==> src/adcr_pkg.sv <==
package adcr_pkg;
  // ==========================================================
  // Register map (byte addresses, one word each)
  localparam logic [11:0] REF_SEL_OFFS    = 12'h000;
  localparam logic [11:0] FMT_TIM_OFFS    = 12'h004;
  localparam logic [11:0] CONV_CTRL_OFFS  = 12'h008;
  localparam logic [11:0] RESULT_LO_OFFS  = 12'h00c;
  localparam logic [11:0] RESULT_HI_OFFS  = 12'h010;
  // ==========================================================
  // Field positions
  localparam int NEG_REF_LSB   = 0;
  localparam int POS_REF_LSB   = 2;
  localparam int CLK_SEL_LSB   = 0;
  localparam int ACQ_SEL_LSB   = 3;
  localparam int JUSTIFY_BIT   = 7;
  localparam int START_BIT     = 1;
  // ==========================================================
  // Reset values and write masks
  localparam logic [7:0] REF_SEL_RST   = 8'h00;
  localparam logic [7:0] FMT_TIM_RST   = 8'h00;
  localparam logic [7:0] REF_SEL_MASK  = 8'h0f;
  localparam logic [7:0] FMT_TIM_MASK  = 8'hbf;
  // ==========================================================
  // Codes
  localparam logic [2:0] CLK_DEDICATED_A = 3'h3;
  localparam logic [2:0] CLK_DEDICATED_B = 3'h7;
  // Conversion time in conversion-clock periods (10 bits plus sample)
  localparam logic [4:0] CONV_PERIODS    = 5'h0b;
  // Instruction cycle as system clock cycles
  localparam logic [3:0] INSTR_CYCLES    = 4'h4;
  // Dedicated oscillator period in system clocks: 1/600 kHz at 125 MHz
  localparam int FRC_KHZ  = 600;
  localparam int CLK_KHZ  = 125000;
  localparam int FRC_DIV  = CLK_KHZ / FRC_KHZ;
  typedef enum logic [3:0] {
    ST_IDLE = 4'b0001,
    ST_HOLD = 4'b0010,
    ST_ACQ  = 4'b0100,
    ST_CONV = 4'b1000
  } adcr_state_t;
endpackage : adcr_pkg

==> src/adcr_tick.sv <==
`timescale 1ns/1ps
// Conversion-clock tick generator: one pulse per conversion-clock period
module adcr_tick #(
  parameter int CNT_W = 8
) (
  input  wire logic       clk,
  input  wire logic       resetn,
  input  wire logic       clkEn,
  input  wire logic       run,
  input  wire logic [2:0] clockSel,
  output logic            tick
);
  import adcr_pkg::*;
  logic [CNT_W-1:0] cnt_q;
  logic [CNT_W-1:0] limit;
  // The dedicated-oscillator period needs eight bits; a narrower counter would wrap early
  if (CNT_W < 8 || CNT_W > 16) begin : g_bad_width
    $error("tick counter width out of range");
  end
  // ==========================================================
  // Period per select code; dedicated oscillator approximated by a divider
  always_comb begin
    case (clockSel)
      3'h0:    limit = CNT_W'(8'h01);
      3'h1:    limit = CNT_W'(8'h07);
      3'h2:    limit = CNT_W'(8'h1f);
      3'h4:    limit = CNT_W'(8'h03);
      3'h5:    limit = CNT_W'(8'h0f);
      3'h6:    limit = CNT_W'(8'h3f);
      default: limit = CNT_W'(FRC_DIV - 1);
    endcase
  end
  // Counter restarts whenever the block is idle so the first period is whole
  always_ff @(posedge clk or negedge resetn) begin
    if (!resetn) begin
      cnt_q <= '0;
    end else if (clkEn) begin
      if (!run || cnt_q == limit) begin
        cnt_q <= '0;
      end else begin
        cnt_q <= cnt_q + CNT_W'(1);
      end
    end
  end
  assign tick = run && clkEn && (cnt_q == limit);
endmodule : adcr_tick

==> src/adcr_top.sv <==
`timescale 1ns/1ps
// What this block does
// - Acquisition delay code 000 none, else 2,4,6,8,12,16,20 conversion-clock periods.
// - With dedicated oscillator, conversion start waits one instruction cycle.
// - Format bit 7 set means right justified, clear means left justified.
// - Positive reference field bits 3-2: supply, pin, fixed reference, reserved.
// - Negative reference field bits 1-0: ground, pin, others reserved.
// - All fields reset to zero; unimplemented bits read zero and ignore writes.
// - Start flag set by software stays high until conversion completes.
// - Right justified: low eight bits low register, top two in high register.
module adcr_top (
  input  wire logic        clk,
  input  wire logic        resetn,
  input  wire logic        clkEn,
  input  wire logic        psel,
  input  wire logic        penable,
  input  wire logic        pwrite,
  input  wire logic [11:0] paddr,
  input  wire logic [31:0] pwdata,
  output logic [31:0]      prdata,
  output logic             pready,
  output logic             pslverr,
  input  wire logic [9:0]  sampleData,
  output logic [1:0]       posRefSel,
  output logic [1:0]       negRefSel,
  output logic             sampling,
  output logic             converting
);
  import adcr_pkg::*;

  logic [7:0]  refSel_q;
  logic [7:0]  fmtTim_q;
  logic        start_q;
  logic [2:0]  acqHeld_q;
  logic [2:0]  clkHeld_q;
  logic [4:0]  cnt_q;
  logic [3:0]  hold_q;
  logic [9:0]  result_q;
  logic [7:0]  resLo;
  logic [7:0]  resHi;
  logic        tick;
  logic        wrEn;
  logic        rdHit;
  logic        startReq;
  logic        done;
  adcr_state_t state_q;

  // ==========================================================
  // Acquisition delay decode
  function automatic logic [4:0] acq_periods(input logic [2:0] code);
    case (code)
      3'h0:    acq_periods = 5'd0;
      3'h1:    acq_periods = 5'd2;
      3'h2:    acq_periods = 5'd4;
      3'h3:    acq_periods = 5'd6;
      3'h4:    acq_periods = 5'd8;
      3'h5:    acq_periods = 5'd12;
      3'h6:    acq_periods = 5'd16;
      default: acq_periods = 5'd20;
    endcase
  endfunction : acq_periods

  function automatic logic is_dedicated(input logic [2:0] code);
    is_dedicated = (code == CLK_DEDICATED_A) || (code == CLK_DEDICATED_B);
  endfunction : is_dedicated

  // ==========================================================
  // APB slave: zero wait states, error on unmapped addresses
  assign pready   = 1'b1;
  assign wrEn     = psel && penable && pwrite && clkEn;
  assign rdHit    = (paddr == REF_SEL_OFFS) || (paddr == FMT_TIM_OFFS) || (paddr == CONV_CTRL_OFFS) ||
                    (paddr == RESULT_LO_OFFS) || (paddr == RESULT_HI_OFFS);
  assign pslverr  = psel && penable && !rdHit;
  assign startReq = wrEn && (paddr == CONV_CTRL_OFFS) && pwdata[START_BIT] && state_q == ST_IDLE;

  // Configuration registers; masked so unused bits stay zero
  always_ff @(posedge clk or negedge resetn) begin
    if (!resetn) begin
      refSel_q <= REF_SEL_RST;
      fmtTim_q <= FMT_TIM_RST;
    end else if (wrEn) begin
      if (paddr == REF_SEL_OFFS) begin
        refSel_q <= pwdata[7:0] & REF_SEL_MASK;
      end
      if (paddr == FMT_TIM_OFFS) begin
        fmtTim_q <= pwdata[7:0] & FMT_TIM_MASK;
      end
    end
  end

  // Read mux; result registers follow the current format bit
  always_comb begin
    prdata = 32'h0000_0000;
    case (paddr)
      REF_SEL_OFFS:   prdata[7:0] = refSel_q;
      FMT_TIM_OFFS:   prdata[7:0] = fmtTim_q;
      CONV_CTRL_OFFS: prdata[START_BIT] = start_q;
      RESULT_LO_OFFS: prdata[7:0] = resLo;
      RESULT_HI_OFFS: prdata[7:0] = resHi;
      default:        prdata = 32'h0000_0000;
    endcase
  end

  // Justification of the held result
  always_comb begin
    if (fmtTim_q[JUSTIFY_BIT]) begin
      resLo = result_q[7:0];
      resHi = {6'h00, result_q[9:8]};
    end else begin
      resLo = {result_q[1:0], 6'h00};
      resHi = result_q[9:2];
    end
  end

  // Reference selects drive the analog muxes directly
  assign posRefSel = refSel_q[POS_REF_LSB +: 2];
  assign negRefSel = refSel_q[NEG_REF_LSB +: 2];

  // ==========================================================
  // Conversion sequencer
  adcr_tick #(.CNT_W(8)) adcr_tick_inst (
    .clk      (clk),
    .resetn   (resetn),
    .clkEn    (clkEn),
    .run      (state_q == ST_ACQ || state_q == ST_CONV),
    .clockSel (clkHeld_q),
    .tick     (tick)
  );

  assign done = state_q == ST_CONV && tick && cnt_q == CONV_PERIODS - 5'd1;

  // Timing fields captured only at start so mid-conversion writes cannot glitch timing
  always_ff @(posedge clk or negedge resetn) begin
    if (!resetn) begin
      acqHeld_q <= 3'h0;
      clkHeld_q <= 3'h0;
    end else if (startReq) begin
      acqHeld_q <= fmtTim_q[ACQ_SEL_LSB +: 3];
      clkHeld_q <= fmtTim_q[CLK_SEL_LSB +: 3];
    end
  end

  // Start flag: set by software, cleared by hardware at completion only
  always_ff @(posedge clk or negedge resetn) begin
    if (!resetn) begin
      start_q <= 1'b0;
    end else if (clkEn) begin
      if (startReq) begin
        start_q <= 1'b1;
      end else if (done) begin
        start_q <= 1'b0;
      end
    end
  end

  // State machine: hold (dedicated clock), acquisition, conversion
  always_ff @(posedge clk or negedge resetn) begin
    if (!resetn) begin
      state_q <= ST_IDLE;
      cnt_q   <= 5'd0;
      hold_q  <= 4'h0;
    end else if (clkEn) begin
      case (state_q)
        ST_IDLE: begin
          cnt_q  <= 5'd0;
          hold_q <= 4'h0;
          if (startReq) begin
            if (is_dedicated(fmtTim_q[CLK_SEL_LSB +: 3])) begin
              state_q <= ST_HOLD;
            end else if (fmtTim_q[ACQ_SEL_LSB +: 3] == 3'h0) begin
              state_q <= ST_CONV;
            end else begin
              state_q <= ST_ACQ;
            end
          end
        end
        ST_HOLD: begin
          hold_q <= hold_q + 4'h1;
          if (hold_q == INSTR_CYCLES - 4'h1) begin
            state_q <= (acqHeld_q == 3'h0) ? ST_CONV : ST_ACQ;
          end
        end
        ST_ACQ: begin
          if (tick) begin
            if (cnt_q == acq_periods(acqHeld_q) - 5'd1) begin
              cnt_q   <= 5'd0;
              state_q <= ST_CONV;
            end else begin
              cnt_q <= cnt_q + 5'd1;
            end
          end
        end
        ST_CONV: begin
          if (tick) begin
            if (done) begin
              state_q <= ST_IDLE;
              cnt_q   <= 5'd0;
            end else begin
              cnt_q <= cnt_q + 5'd1;
            end
          end
        end
        default: state_q <= ST_IDLE;
      endcase
    end
  end

  // Result captured at completion; unknown data is not a concern since reset clears it
  always_ff @(posedge clk or negedge resetn) begin
    if (!resetn) begin
      result_q <= 10'h000;
    end else if (clkEn && done) begin
      result_q <= sampleData;
    end
  end

  assign sampling   = state_q == ST_ACQ;
  assign converting = state_q == ST_CONV;

  // ==========================================================
  // Checks
  property p_flag_busy;
    @(posedge clk) disable iff (!resetn)
      (state_q != ST_IDLE) |-> start_q;
  endproperty
  a_flag_busy: assert property (p_flag_busy) else $error("start flag low during conversion");

  property p_flag_clears;
    @(posedge clk) disable iff (!resetn)
      (clkEn && done) |=> !start_q && state_q == ST_IDLE;
  endproperty
  a_flag_clears: assert property (p_flag_clears) else $error("start flag not cleared at done");

  property p_dedicated_hold;
    @(posedge clk) disable iff (!resetn)
      (startReq && is_dedicated(fmtTim_q[2:0])) |=> state_q == ST_HOLD;
  endproperty
  a_dedicated_hold: assert property (p_dedicated_hold) else $error("dedicated clock start not delayed");

  property p_no_delay;
    @(posedge clk) disable iff (!resetn)
      (startReq && !is_dedicated(fmtTim_q[2:0]) && fmtTim_q[5:3] == 3'h0) |=> state_q == ST_CONV;
  endproperty
  a_no_delay: assert property (p_no_delay) else $error("zero delay code did not skip acquisition");

  property p_held_stable;
    @(posedge clk) disable iff (!resetn)
      (state_q != ST_IDLE && $past(state_q) != ST_IDLE) |-> $stable(clkHeld_q) && $stable(acqHeld_q);
  endproperty
  a_held_stable: assert property (p_held_stable) else $error("timing fields changed mid conversion");

  property p_unused_zero;
    @(posedge clk) disable iff (!resetn)
      refSel_q[7:4] == 4'h0 && fmtTim_q[6] == 1'b0;
  endproperty
  a_unused_zero: assert property (p_unused_zero) else $error("unimplemented bit set");

  property p_right_just;
    @(posedge clk) disable iff (!resetn)
      fmtTim_q[JUSTIFY_BIT] |-> resHi[7:2] == 6'h00 && {resHi[1:0], resLo} == result_q;
  endproperty
  a_right_just: assert property (p_right_just) else $error("right justified layout wrong");

  property p_left_just;
    @(posedge clk) disable iff (!resetn)
      !fmtTim_q[JUSTIFY_BIT] |-> {resHi, resLo[7:6]} == result_q && resLo[5:0] == 6'h00;
  endproperty
  a_left_just: assert property (p_left_just) else $error("left justified layout wrong");

  property p_pos_ref;
    @(posedge clk) disable iff (!resetn)
      posRefSel == refSel_q[3:2] && negRefSel == refSel_q[1:0];
  endproperty
  a_pos_ref: assert property (p_pos_ref) else $error("reference select mismatch");

endmodule : adcr_top

==> config.mk <==
export PLATFORM = sky130hd
export DESIGN_NAME = adcr_top
export DESIGN_NICKNAME = d
export VERILOG_FILES = /design/src/adcr_pkg.sv /design/src/adcr_tick.sv /design/src/adcr_top.sv
export SDC_FILE = /design/constraint.sdc
export NUM_CORES = 1
export LEC_CHECK = 0
export BUFFER_PORTS_ARGS = -buffer_cell sky130_fd_sc_hd__buf_4
export CAP_MARGIN = 20
export CORE_MARGIN = 2
export CORE_UTILIZATION = 51
export CTS_CLUSTER_DIAMETER = 40
export DETAILED_ROUTE_END_ITERATION = 8
export GPL_TIMING_DRIVEN = 0
export PLACE_DENSITY = 0.84
export SYNTH_ARGS = -nofsm -noshare
export SYNTH_HDL_FRONTEND = slang
export SYNTH_SLANG_ARGS = --single-unit
export TNS_END_PERCENT = 1
==> constraint.sdc <==
create_clock -name clk -period 3 [get_ports clk]
set_input_delay 0.6 -clock clk [delete_from_list [all_inputs] [get_ports clk]]
set_output_delay 0.6 -clock clk [all_outputs]
set_load 0.01 [all_outputs]
* Word-level counts from Yosys, hierarchy flattened
Cells that the tools add are included.
Operators by class: add/sub/neg operators 4, equality and inequality tests 31, reductions and logical operators 34, muxes and demuxes 29
Operators by type and width (number):
- 8-bit case mux with 6 select lines | 1
- 4-bit two-way mux | 9
- 5-bit two-way mux | 7
- 5-bit case mux with 7 select lines | 1
- 12-bit by 4-bit == test with 1-bit output, second input constant | 2
- 8-bit two-way mux | 3
- 6-bit case mux with 4 select lines | 1
- 3-bit == test, second input constant | 7
- 4-bit case mux with 4 select lines | 1
- 5-bit case mux with 3 select lines | 1
- 12-bit by 3-bit == test with 1-bit output, second input constant | 1
- 12-bit by 5-bit == test with 1-bit output, second input constant | 1
- 3-bit by 2-bit == test with 1-bit output, second input constant | 4
- 1-bit logical AND | 12
- 12-bit zero test | 1
- 3-bit zero test | 3
- 8-bit by 1-bit adder with 8-bit output, second input constant | 1
- 4-bit by 2-bit == test with 1-bit output, second input constant | 2
- 8-bit == test | 1
- 2-bit by 1-bit != test with 1-bit output, second input constant | 4
- 4-bit case mux with 2 select lines | 1
- 2-bit AND reduction | 4
- 1-bit logical OR | 7
- 7-bit AND reduction | 1
- 17 further kinds | 22
Word-level totals: register bits 49, input port bits 60, output and inout port bits 40

* Depth between registers and ports, before layout
Gate-level depths: netlist of run 1.
depth after elaboration 12, depth in mapped cells 9, depth with buffers taken out 9

* By module
From an unflattened synthesis of run 1, not the netlist that was laid out.
Second synthesis, totals: cell total of the unflattened synthesis 317, area, all modules 3128.0 um^2
Modules (own cells, without submodules):
- adcr_top | area each 2516.2 um^2, sequential area each 1027.2 um^2, instances 1, cells each 247
- adcr_tick | area each 611.8 um^2, sequential area each 200.2 um^2, instances 1, cells each 70

* Least setup slack after synthesis of run 1
Ideal clock, no wire load.
path kind input to output, start input port paddr[9], end output port prdata[4], slack 506 ps, path buffers 1, arrival time 1894 ps, stages 7, path through nor4_2 nand3_2 or2_0 buf_6 nor3_1 a222oi_1 inv_1
On the way: longest elaborated chain between the ends 2
Ends and longest elaborated chain:
- start, declared | RTL line adcr_top.sv:18 | input wire logic [11:0] paddr,
- 12-bit by 5-bit == test with 1-bit output, or another cell as far along | RTL line adcr_top.sv:94 | case (paddr)
- 6-bit case mux with 4 select lines (*) | RTL line adcr_top.sv:94
- end, declared | RTL line adcr_top.sv:20 | output logic [31:0] prdata,
Every way passes the cells marked *; elsewhere a longest branch is shown, timed or not.

* Worst setup path in the final report of run 1
Ends and elaborated chain as after synthesis.

==> flow_summary.json, run 1 <==
{
  "mux_contribution_to_synthesized_area_pct": 13.0,
  "finalCoreUtilization_pct": 63.8,
  "clk_path_buf_depth": 2,
  "worst_ep_arrival_time_ps": 2170,
  "clockPowerShare_pct": 29.2,
  "report.final.slew_viol_count": 0,
  "grt_setup_unrepaired": "no",
  "sw_frac_of_total_pct": 31.4,
  "die_area_sq_um": 6770,
  "worstSetupEndpointType": "primary output",
  "report.final.hold_viol_count": 0,
  "cts-buffers-inserted": 5,
  "gr-usage-all-layers_pct": 21.1,
  "routedWlPerCell_microns": 14.4,
  "insertedDiodeCount": 0,
  "dr.pass1.iters": 4,
  "fin_skew_ps": 16.0,
  "detail_route.iter0.violations": 189,
  "drive_above_1_share_pct": 31.1,
  "clock_sinks": 49,
  "netlist.area_leader.share_pct": 38.4,
  "ys_seq_area_share_pct": 39.3,
  "cp_cell_sequence": "buf_4 > nor4_2 > nand3_2 > or2_0 > buf_6 > nor3_2 > a222oi_1 > inv_1 > buf_4",
  "drt_drc_violations_left": 0,
  "synth_simple_gate_area_share_pct": 19.3,
  "synth_area_leader_cell": "dfrtp_1",
  "post_synth_inst_count": 327,
  "max-slew-margin-rel_pct": 58.1,
  "clk_latency_ps": 320,
  "cts_setup_buffers": 0,
  "worst-path-buf-inv": 4,
  "combinationalPowerShare_pct": 25.4,
  "setup_viol_count_final": 0,
  "layout_worst_path_cycle_share_pct": 92.4,
  "cts-resized-gates": 0,
  "die_height_microns": 82.3,
  "grt_pass1_vias": 2343,
  "critical_path.startpoint": "paddr[9]",
  "status": "finished, final reports clean",
  "worstPathRequired_ps": 2400,
  "hold-worst-slack_ps": 304,
  "synth_fa_ha_area_share_pct": 2.00,
  "core-area_sq_um": 5920,
  "power_density_nw_per_um2": 435,
  "synth.distinct_cells": 63,
  "finalCriticalPeriod_ps": 2770,
  "timing.reg2reg.setup_slack_ps": 500,
  "route.final.wire_length_microns": 6920,
  "ys_ff_latch": 49,
  "worst_r2r_endpoint": "state_q[2]",
  "combinational_family_with_the_most_area_after_synthesis": "simple AND/OR/NAND/NOR gates",
  "fin_setup_tns_ps": 0,
  "cellLeakagePower_nw": 1.86,
  "io_buffer_count": 47,
  "rows": 28,
  "path_common_cell": "buf_4",
  "worst_setup_hold_path_clk_slew_ps": 90,
  "asyncSetResetFlopFracSynth_pct": 100,
  "synthToLayoutAreaGrowth_pct": 20.9,
  "worstSetupStartpointType": "input port",
  "synth-warning-count": 0,
  "timing.critical_path.max_delay_family": "simple AND/OR/NAND/NOR gates",
  "critical-path-max-stage-delay_ps": 290,
  "gr-total-overflow": 0,
  "route.vias.total": 2604,
  "detailedPlacementHpwl_microns": 5310,
  "die_x_microns": 82.3,
  "mapped_area_sq_um": 3120,
  "initial_antenna_violation_count": 0,
  "max_cap_viols": 0,
  "detail-route-antenna-nets": 0,
  "cell_types_with_the_largest_area_share_after_synthesis": "dfrtp_1 (38%), mux2_2 (7.6%), buf_4 (6.5%), nand2_1 (4.2%), mux2_4 (3.8%)",
  "worstSetupPathType": "in2out",
  "synth-edff-count": 0,
  "reg2reg_path_depth": 7,
  "power.net_switching_uw": 516,
  "cell_with_the_largest_stage_delay_on_the_worst_path": "nor4_2",
  "avgSynthCellArea_sq_um": 9.55,
  "holdCritPathClass": "in2async",
  "maxClockFrequency_mhz": 361,
  "totalPowerFinal_mw": 1.64,
  "top_level_port_count": 100,
  "cp_num_cells": 9,
  "post_cts_hold_buffer_count": 0,
  "grt_start_max_net_pins": 50,
  "nNetsFinal": 469,
  "initial_utilization_pct": 52.8,
  "post_synth_xor_area_fraction_pct": 1.96,
  "synth_compound_gate_area_share_pct": 14.5,
  "cts_root_buffer": "clkbuf_8",
  "internal_power_summed_over_all_cells_mw": 1.13,
  "regToRegStartpoint": "acqHeld_q[2]",
  "tritoncts": "done",
  "cts_max_level": 2,
  "power.ir.vdd_worst_mv": 0.298,
  "worst_setup_path_endpoint": "prdata[4]",
  "worstPathMaxFanout": 9,
  "grt_first_pass_wirelength_microns": 11000,
  "worst-slew-pin-transition_ps": 624,
  "vias_per_cell": 5.43,
  "gpl_wtd_cong": 0.878,
  "synth_top_flop_cell": "dfrtp_1",
  "seq_power_share_pct": 45.4
}
## layer usage
metal / GRT usage [%] / vias up / share of wire, %
li1: - / 1269 / -
met1: 29.0 / 1227 / 42
met2: 33.5 / 94 / 50
met3: 2.61 / 14 / 5.7
met4: 8.83 / 0 / 2.4
met5: 0 / - / 0
## per-stage QoR
stage / std cells / cell area, sq um / worst slack (ps)
after floorplan: 350 / 3210 / 506
after global placement: 472 / 3660 / 171
after detailed placement: 472 / 3660 / 95.3
after CTS: 480 / 3770 / 94.9
after global routing: 480 / 3780 / 93.0
final: 480 / 3780 / 228
## kinds of logic (layout without fill, tap and decap cells)
| group | count (synthesis) | in the layout |
|---|---|---|
| AO/OA/AOI/OAI | 64 | 64 |
| multiplexers | 34 | 34 |
| AND/OR/NAND/NOR | 115 | 115 |
| XOR/XNOR | 7 | 7 |
| adder cells (fa/ha/maj) | 5 | 5 |
| other | 2 | 25 |
| buffers and inverters | 51 | 106 |
| flip-flops | 49 | 49 |
## power groups by stage
stage / clock (mW) / sequential (mW) / combinational (mW)
2_1_floorplan: 0 / 0.747 / 0.292
3_3_place_gp: 0 / 0.756 / 0.397
3_5_place_dp: 0 / 0.758 / 0.413
4_1_cts: 0.483 / 0.745 / 0.416
5_1_grt: 0.514 / 0.754 / 0.469
6_report: 0.480 / 0.746 / 0.418
## registers in the layout (all words and copies together) (netlist names), 4 cells and up
register,flops
adcr_tick_inst.cnt_q,8
cnt_q,5
fmtTim_q,7
hold_q,4
refSel_q,4
result_q,10
state_q,4
## synthesized netlist by cell type, types with 3 or more instances
master	n
a21o_1	5
inv_1	12
mux2i_1	5
nand3_1	10
nor2_1	17
o21ai_1	5
mux2_2	21
o31ai_1	3
xor2_1	4
buf_4	27
nor2b_1	5
nand2_1	35
ha_1	5
dfrtp_1	48
and2_1	3
nand4_1	4
a21oi_1	14
and3_1	3
nand2b_1	8
clkbuf_1	9
nor3_1	12
xnor2_1	3
mux2_4	8
o21ai_0	11
## layout make-up
class / instances / area, sq um
fillers: 492 / 2140
repair buffers: 47 / 353
clock buffers: 6 / 72.6
inverters: 13 / 48.8
well taps: 75 / 93.8
multi-input cells: 250 / 1690
flip-flops and latches: 49 / 1230
clock inverters: 2 / 38.8
plain buffers: 38 / 253
## worst min path at each step
stage,start,end,slack (ps),depth (start not counted)
2_1_floorplan,resetn,acqHeld_q[0],300,0
3_3_place_gp,start_q,start_q,460,2
3_5_place_dp,start_q,start_q,500,2
4_1_cts,resetn,adcr_tick_inst.cnt_q[2],330,1
5_1_grt,resetn,adcr_tick_inst.cnt_q[7],350,1
6_report,resetn,adcr_tick_inst.cnt_q[7],300,1
## cells in the final DEF, fill, tap and decap left out, types with 3 or more instances in the layout
cell type and count:
a21o_1 5, a21oi_1 14, and2_1 3, and3_1 3, buf_4 74, clkbuf_1 10, clkbuf_8 5, conb_1 25
dfrtp_1 48, ha_1 5, inv_1 12, mux2_2 21, mux2_4 8, mux2i_1 5, nand2_1 35, nand2b_1 8
nand3_1 10, nand4_1 4, nor2_1 17, nor2b_1 5, nor3_1 10, o21ai_0 11, o21ai_1 5, o31ai_1 3
xnor2_1 3, xor2_1 4
(Power assumes the default switching activity.)
==> inputs of run 2 (changes only) <==
SYNTH_HIERARCHICAL = 1   (was default)
==> run 2 against run 1 <==
The run now ends with setup timing left. Sequential share of layout area shrank 0.54 points. Largest power group unchanged. Combinational power shrank 8.1%. Largest cell class unchanged. Sequential power shrank 4.4%. Synthesized area grew 0.12%. Clock power grew 1%. Global-route usage grew 0.15 points.
==> flow_summary.json, run 2 <==
{
  "combinationalPowerShare_pct": 24.3,
  "layout_worst_path_cycle_share_pct": 105,
  "grt_pass1_vias": 2464,
  "clock_sinks": 49,
  "power.ir.vdd_worst_mv": 0.287,
  "cp_cell_sequence": "or4_4 > a21oi_2 > o221ai_2 > or3_4 > nor2_4 > nand4b_1 > nor2_2 > nor2b_1 > or2_1 > a2111o_1 > mux2_2",
  "layout_setup_ws_ps": -147,
  "synth_top_flop_cell": "dfrtp_1",
  "top_register_by_number_of_flip_flops": "result_q",
  "grt_start_max_net_pins": 50,
  "hold-worst-slack_ps": 304,
  "globalRouteMet3Util_pct": 4.13,
  "cell_with_the_largest_stage_delay_on_the_worst_path": "or4_4",
  "die_x_microns": 82.3,
  "io_buffer_count": 48,
  "worstSetupEndpointType": "flop",
  "synth_area_leader_cell": "dfrtp_1",
  "drive_above_1_share_pct": 37.0,
  "route.final.wire_length_microns": 6870,
  "power_density_nw_per_um2": 411,
  "report.final.hold_viol_count": 0,
  "internal_power_summed_over_all_cells_mw": 1.14,
  "busiest_layer": "met2",
  "synthToLayoutAreaGrowth_pct": 23.1,
  "maxClockFrequency_mhz": 318,
  "initial_antenna_violation_count": 0,
  "fin_skew_ps": 4.68,
  "ys_ff_latch": 49,
  "synth-edff-count": 0,
  "dpl-instance-area_sq_um": 3670,
  "worst_setup_hold_path_clk_slew_ps": 90,
  "final_common_cell": "buf_4",
  "max_cap_viols": 0,
  "report.final.slew_viol_count": 0,
  "final_design_area_no_fill_sq_um": 3850,
  "power.net_switching_uw": 447,
  "finalCriticalPeriod_ps": 3150,
  "violated_checks": "setup timing",
  "top_regs": "result_q: 10 flops, adcr_tick_inst/cnt_q: 8 flops, fmtTim_q: 7 flops",
  "dr.pass1.iters": 4,
  "netlist.area_leader.share_pct": 38.4,
  "synth.distinct_cells": 57,
  "grt_setup_unrepaired": "yes",
  "grt_first_pass_wirelength_microns": 11100,
  "max-slew-margin-rel_pct": 49.7,
  "synth.cells.most_frequent": "dfrtp_1 (48), mux2_2 (31), nand2_1 (30)",
  "gr-total-overflow": 0,
  "worstSetupPathType": "reg2reg",
  "detailedPlacementHpwl_microns": 5110,
  "routing_usage_on_met2_pct": 36.9,
  "groute.layer.met1.usage_pct": 25.9,
  "cts_max_level": 2,
  "route.vias.total": 2601,
  "gr-usage-all-layers_pct": 21.2,
  "dp_slack_ps": -259,
  "post_synth_inst_count": 317,
  "vias_per_cell": 5.48,
  "clk_latency_ps": 300,
  "die_area_sq_um": 6780,
  "rows": 28,
  "worstPathRequired_ps": 3190,
  "worst_ep_arrival_time_ps": 3330,
  "mapped_area_sq_um": 3130,
  "gpl_wtd_cong": 0.880,
  "worstSetupStartpointType": "flop",
  "detail-route-antenna-nets": 0,
  "detail_route.iter0.violations": 121,
  "initial_utilization_pct": 52.8,
  "clk_path_buf_depth": 2,
  "critical-path-max-stage-delay_ps": 540,
  "seq_power_share_pct": 45.1,
  "setup_viol_count_final": 4,
  "post_cts_hold_buffer_count": 0,
  "top_level_port_count": 100,
  "cell_types_with_the_largest_area_share_after_synthesis": "dfrtp_1 (38%), mux2_2 (11%), buf_4 (6.5%), nand2_1 (3.6%), xor2_1 (2.8%)",
  "core-area_sq_um": 5920,
  "tritoncts": "done",
  "ys_seq_area_share_pct": 39.2,
  "asyncSetResetFlopFracSynth_pct": 100,
  "status": "finished with violations",
  "avgSynthCellArea_sq_um": 9.87,
  "holdCritPathClass": "in2async",
  "cts-buffers-inserted": 5,
  "nNetsFinal": 464,
  "synthMostInstantiatedCell": "dfrtp_1",
  "die_height_microns": 82.3,
  "totalPowerFinal_mw": 1.58,
  "final_cell_mix": "buf_4 (79), dfrtp_1 (46), mux2_2 (31)",
  "cellLeakagePower_nw": 1.89,
  "clockPowerShare_pct": 30.7,
  "largest_reg_flops": 10,
  "cts_root_buffer": "clkbuf_8",
  "synth-warning-count": 6,
  "worstPathMaxFanout": 4,
  "sw_frac_of_total_pct": 28.2,
  "insertedDiodeCount": 0,
  "fin_setup_tns_ps": -537,
  "routedWlPerCell_microns": 14.5,
  "drt_drc_violations_left": 0,
  "worst-slew-pin-transition_ps": 753
}
[run 2: cell count changes after synthesis, sizes merged, moves of 6 or more]
cell | before | now
inv | 13 | 6
nand2 | 36 | 30
a21oi | 14 | 8
clkbuf | 9 | 2
buf | 29 | 37
xor2 | 4 | 10
[run 2: cell families after synthesis]
kind of cell | share of synthesized area, %
simple gates | 20.6
mux | 13.1
compound gates | 11.3
other cells | 0.240
flops | 39.2
fa+ha+maj | 2.00
buf+inv | 9.64
xor+xnor | 3.92
[run 2: power by group through the flow]
| stage | Sequential, mW | Combinational (mW) | Clock (mW) |
|---|---|---|---|
| CTS | 0.713 | 0.380 | 0.493 |
| finish | 0.713 | 0.384 | 0.485 |
| floorplan | 0.720 | 0.263 | 0 |
| detailed placement | 0.726 | 0.370 | 0 |
| global route | 0.716 | 0.427 | 0.516 |
| global placement | 0.724 | 0.357 | 0 |
[run 2: worst paths after layout]
check | startpoint | end | slack [ps] | cells past startpoint
setup / recovery | adcr_tick_inst/cnt_q[4] | state_q[2] | -150 | 11
hold / removal | resetn | result_q[1] | 300 | 1
setup reg to reg | adcr_tick_inst/cnt_q[4] | state_q[2] | -150 | 11
hold reg to reg | result_q[1] | result_q[1] | 520 | 1
max in group asynchronous | resetn | adcr_tick_inst/cnt_q[4] | 2250 | 1
min in group clk | result_q[1] | result_q[1] | 520 | 1
[run 2: metrics by stage]
step,utilization [%],instances
finish,65.0,475
global route,65.0,475
CTS,64.7,474
detailed placement,62.0,463
global placement,62.0,463
floorplan,-,340
[run 2: layout make-up]
type | count | area, sq um
Clock inverter | 1 | 30.0
Sequential cell | 49 | 1230
Timing Repair Buffer | 52 | 390
Inverter | 6 | 22.5
Tap cell | 75 | 93.8
Fill cell | 495 | 2070
Buffer | 39 | 285
Multi-Input combinational cell | 246 | 1710
Clock buffer | 7 | 86.3
[run 2: what timing repair did]
item,4_1_cts,5_1_grt
pin swaps,4,4
buffers inserted,3,1
setup endpoints to repair,18,18
hold endpoints to repair,0,0
gates cloned,0,0
gates resized for setup,6,3
[run 2: critical path, delay by kind of cell, from the launching register on]
family / cells / cell delay, ps
AND/OR/NAND/NOR: 7 / 1680
multiplexers: 1 / 300
flip-flops: 1 / 440
AO/OA/AOI/OAI: 3 / 630
[run 2: metal layers]
metal / up-vias / part of all wire, % / routed length [microns]
met1: 1224 / 41 / 2830
met3: 16 / 5.5 / 378
li1: 1260 / - / -
met5: - / 0 / 0
met4: 0 / 2.3 / 157
met2: 101 / 51 / 3500
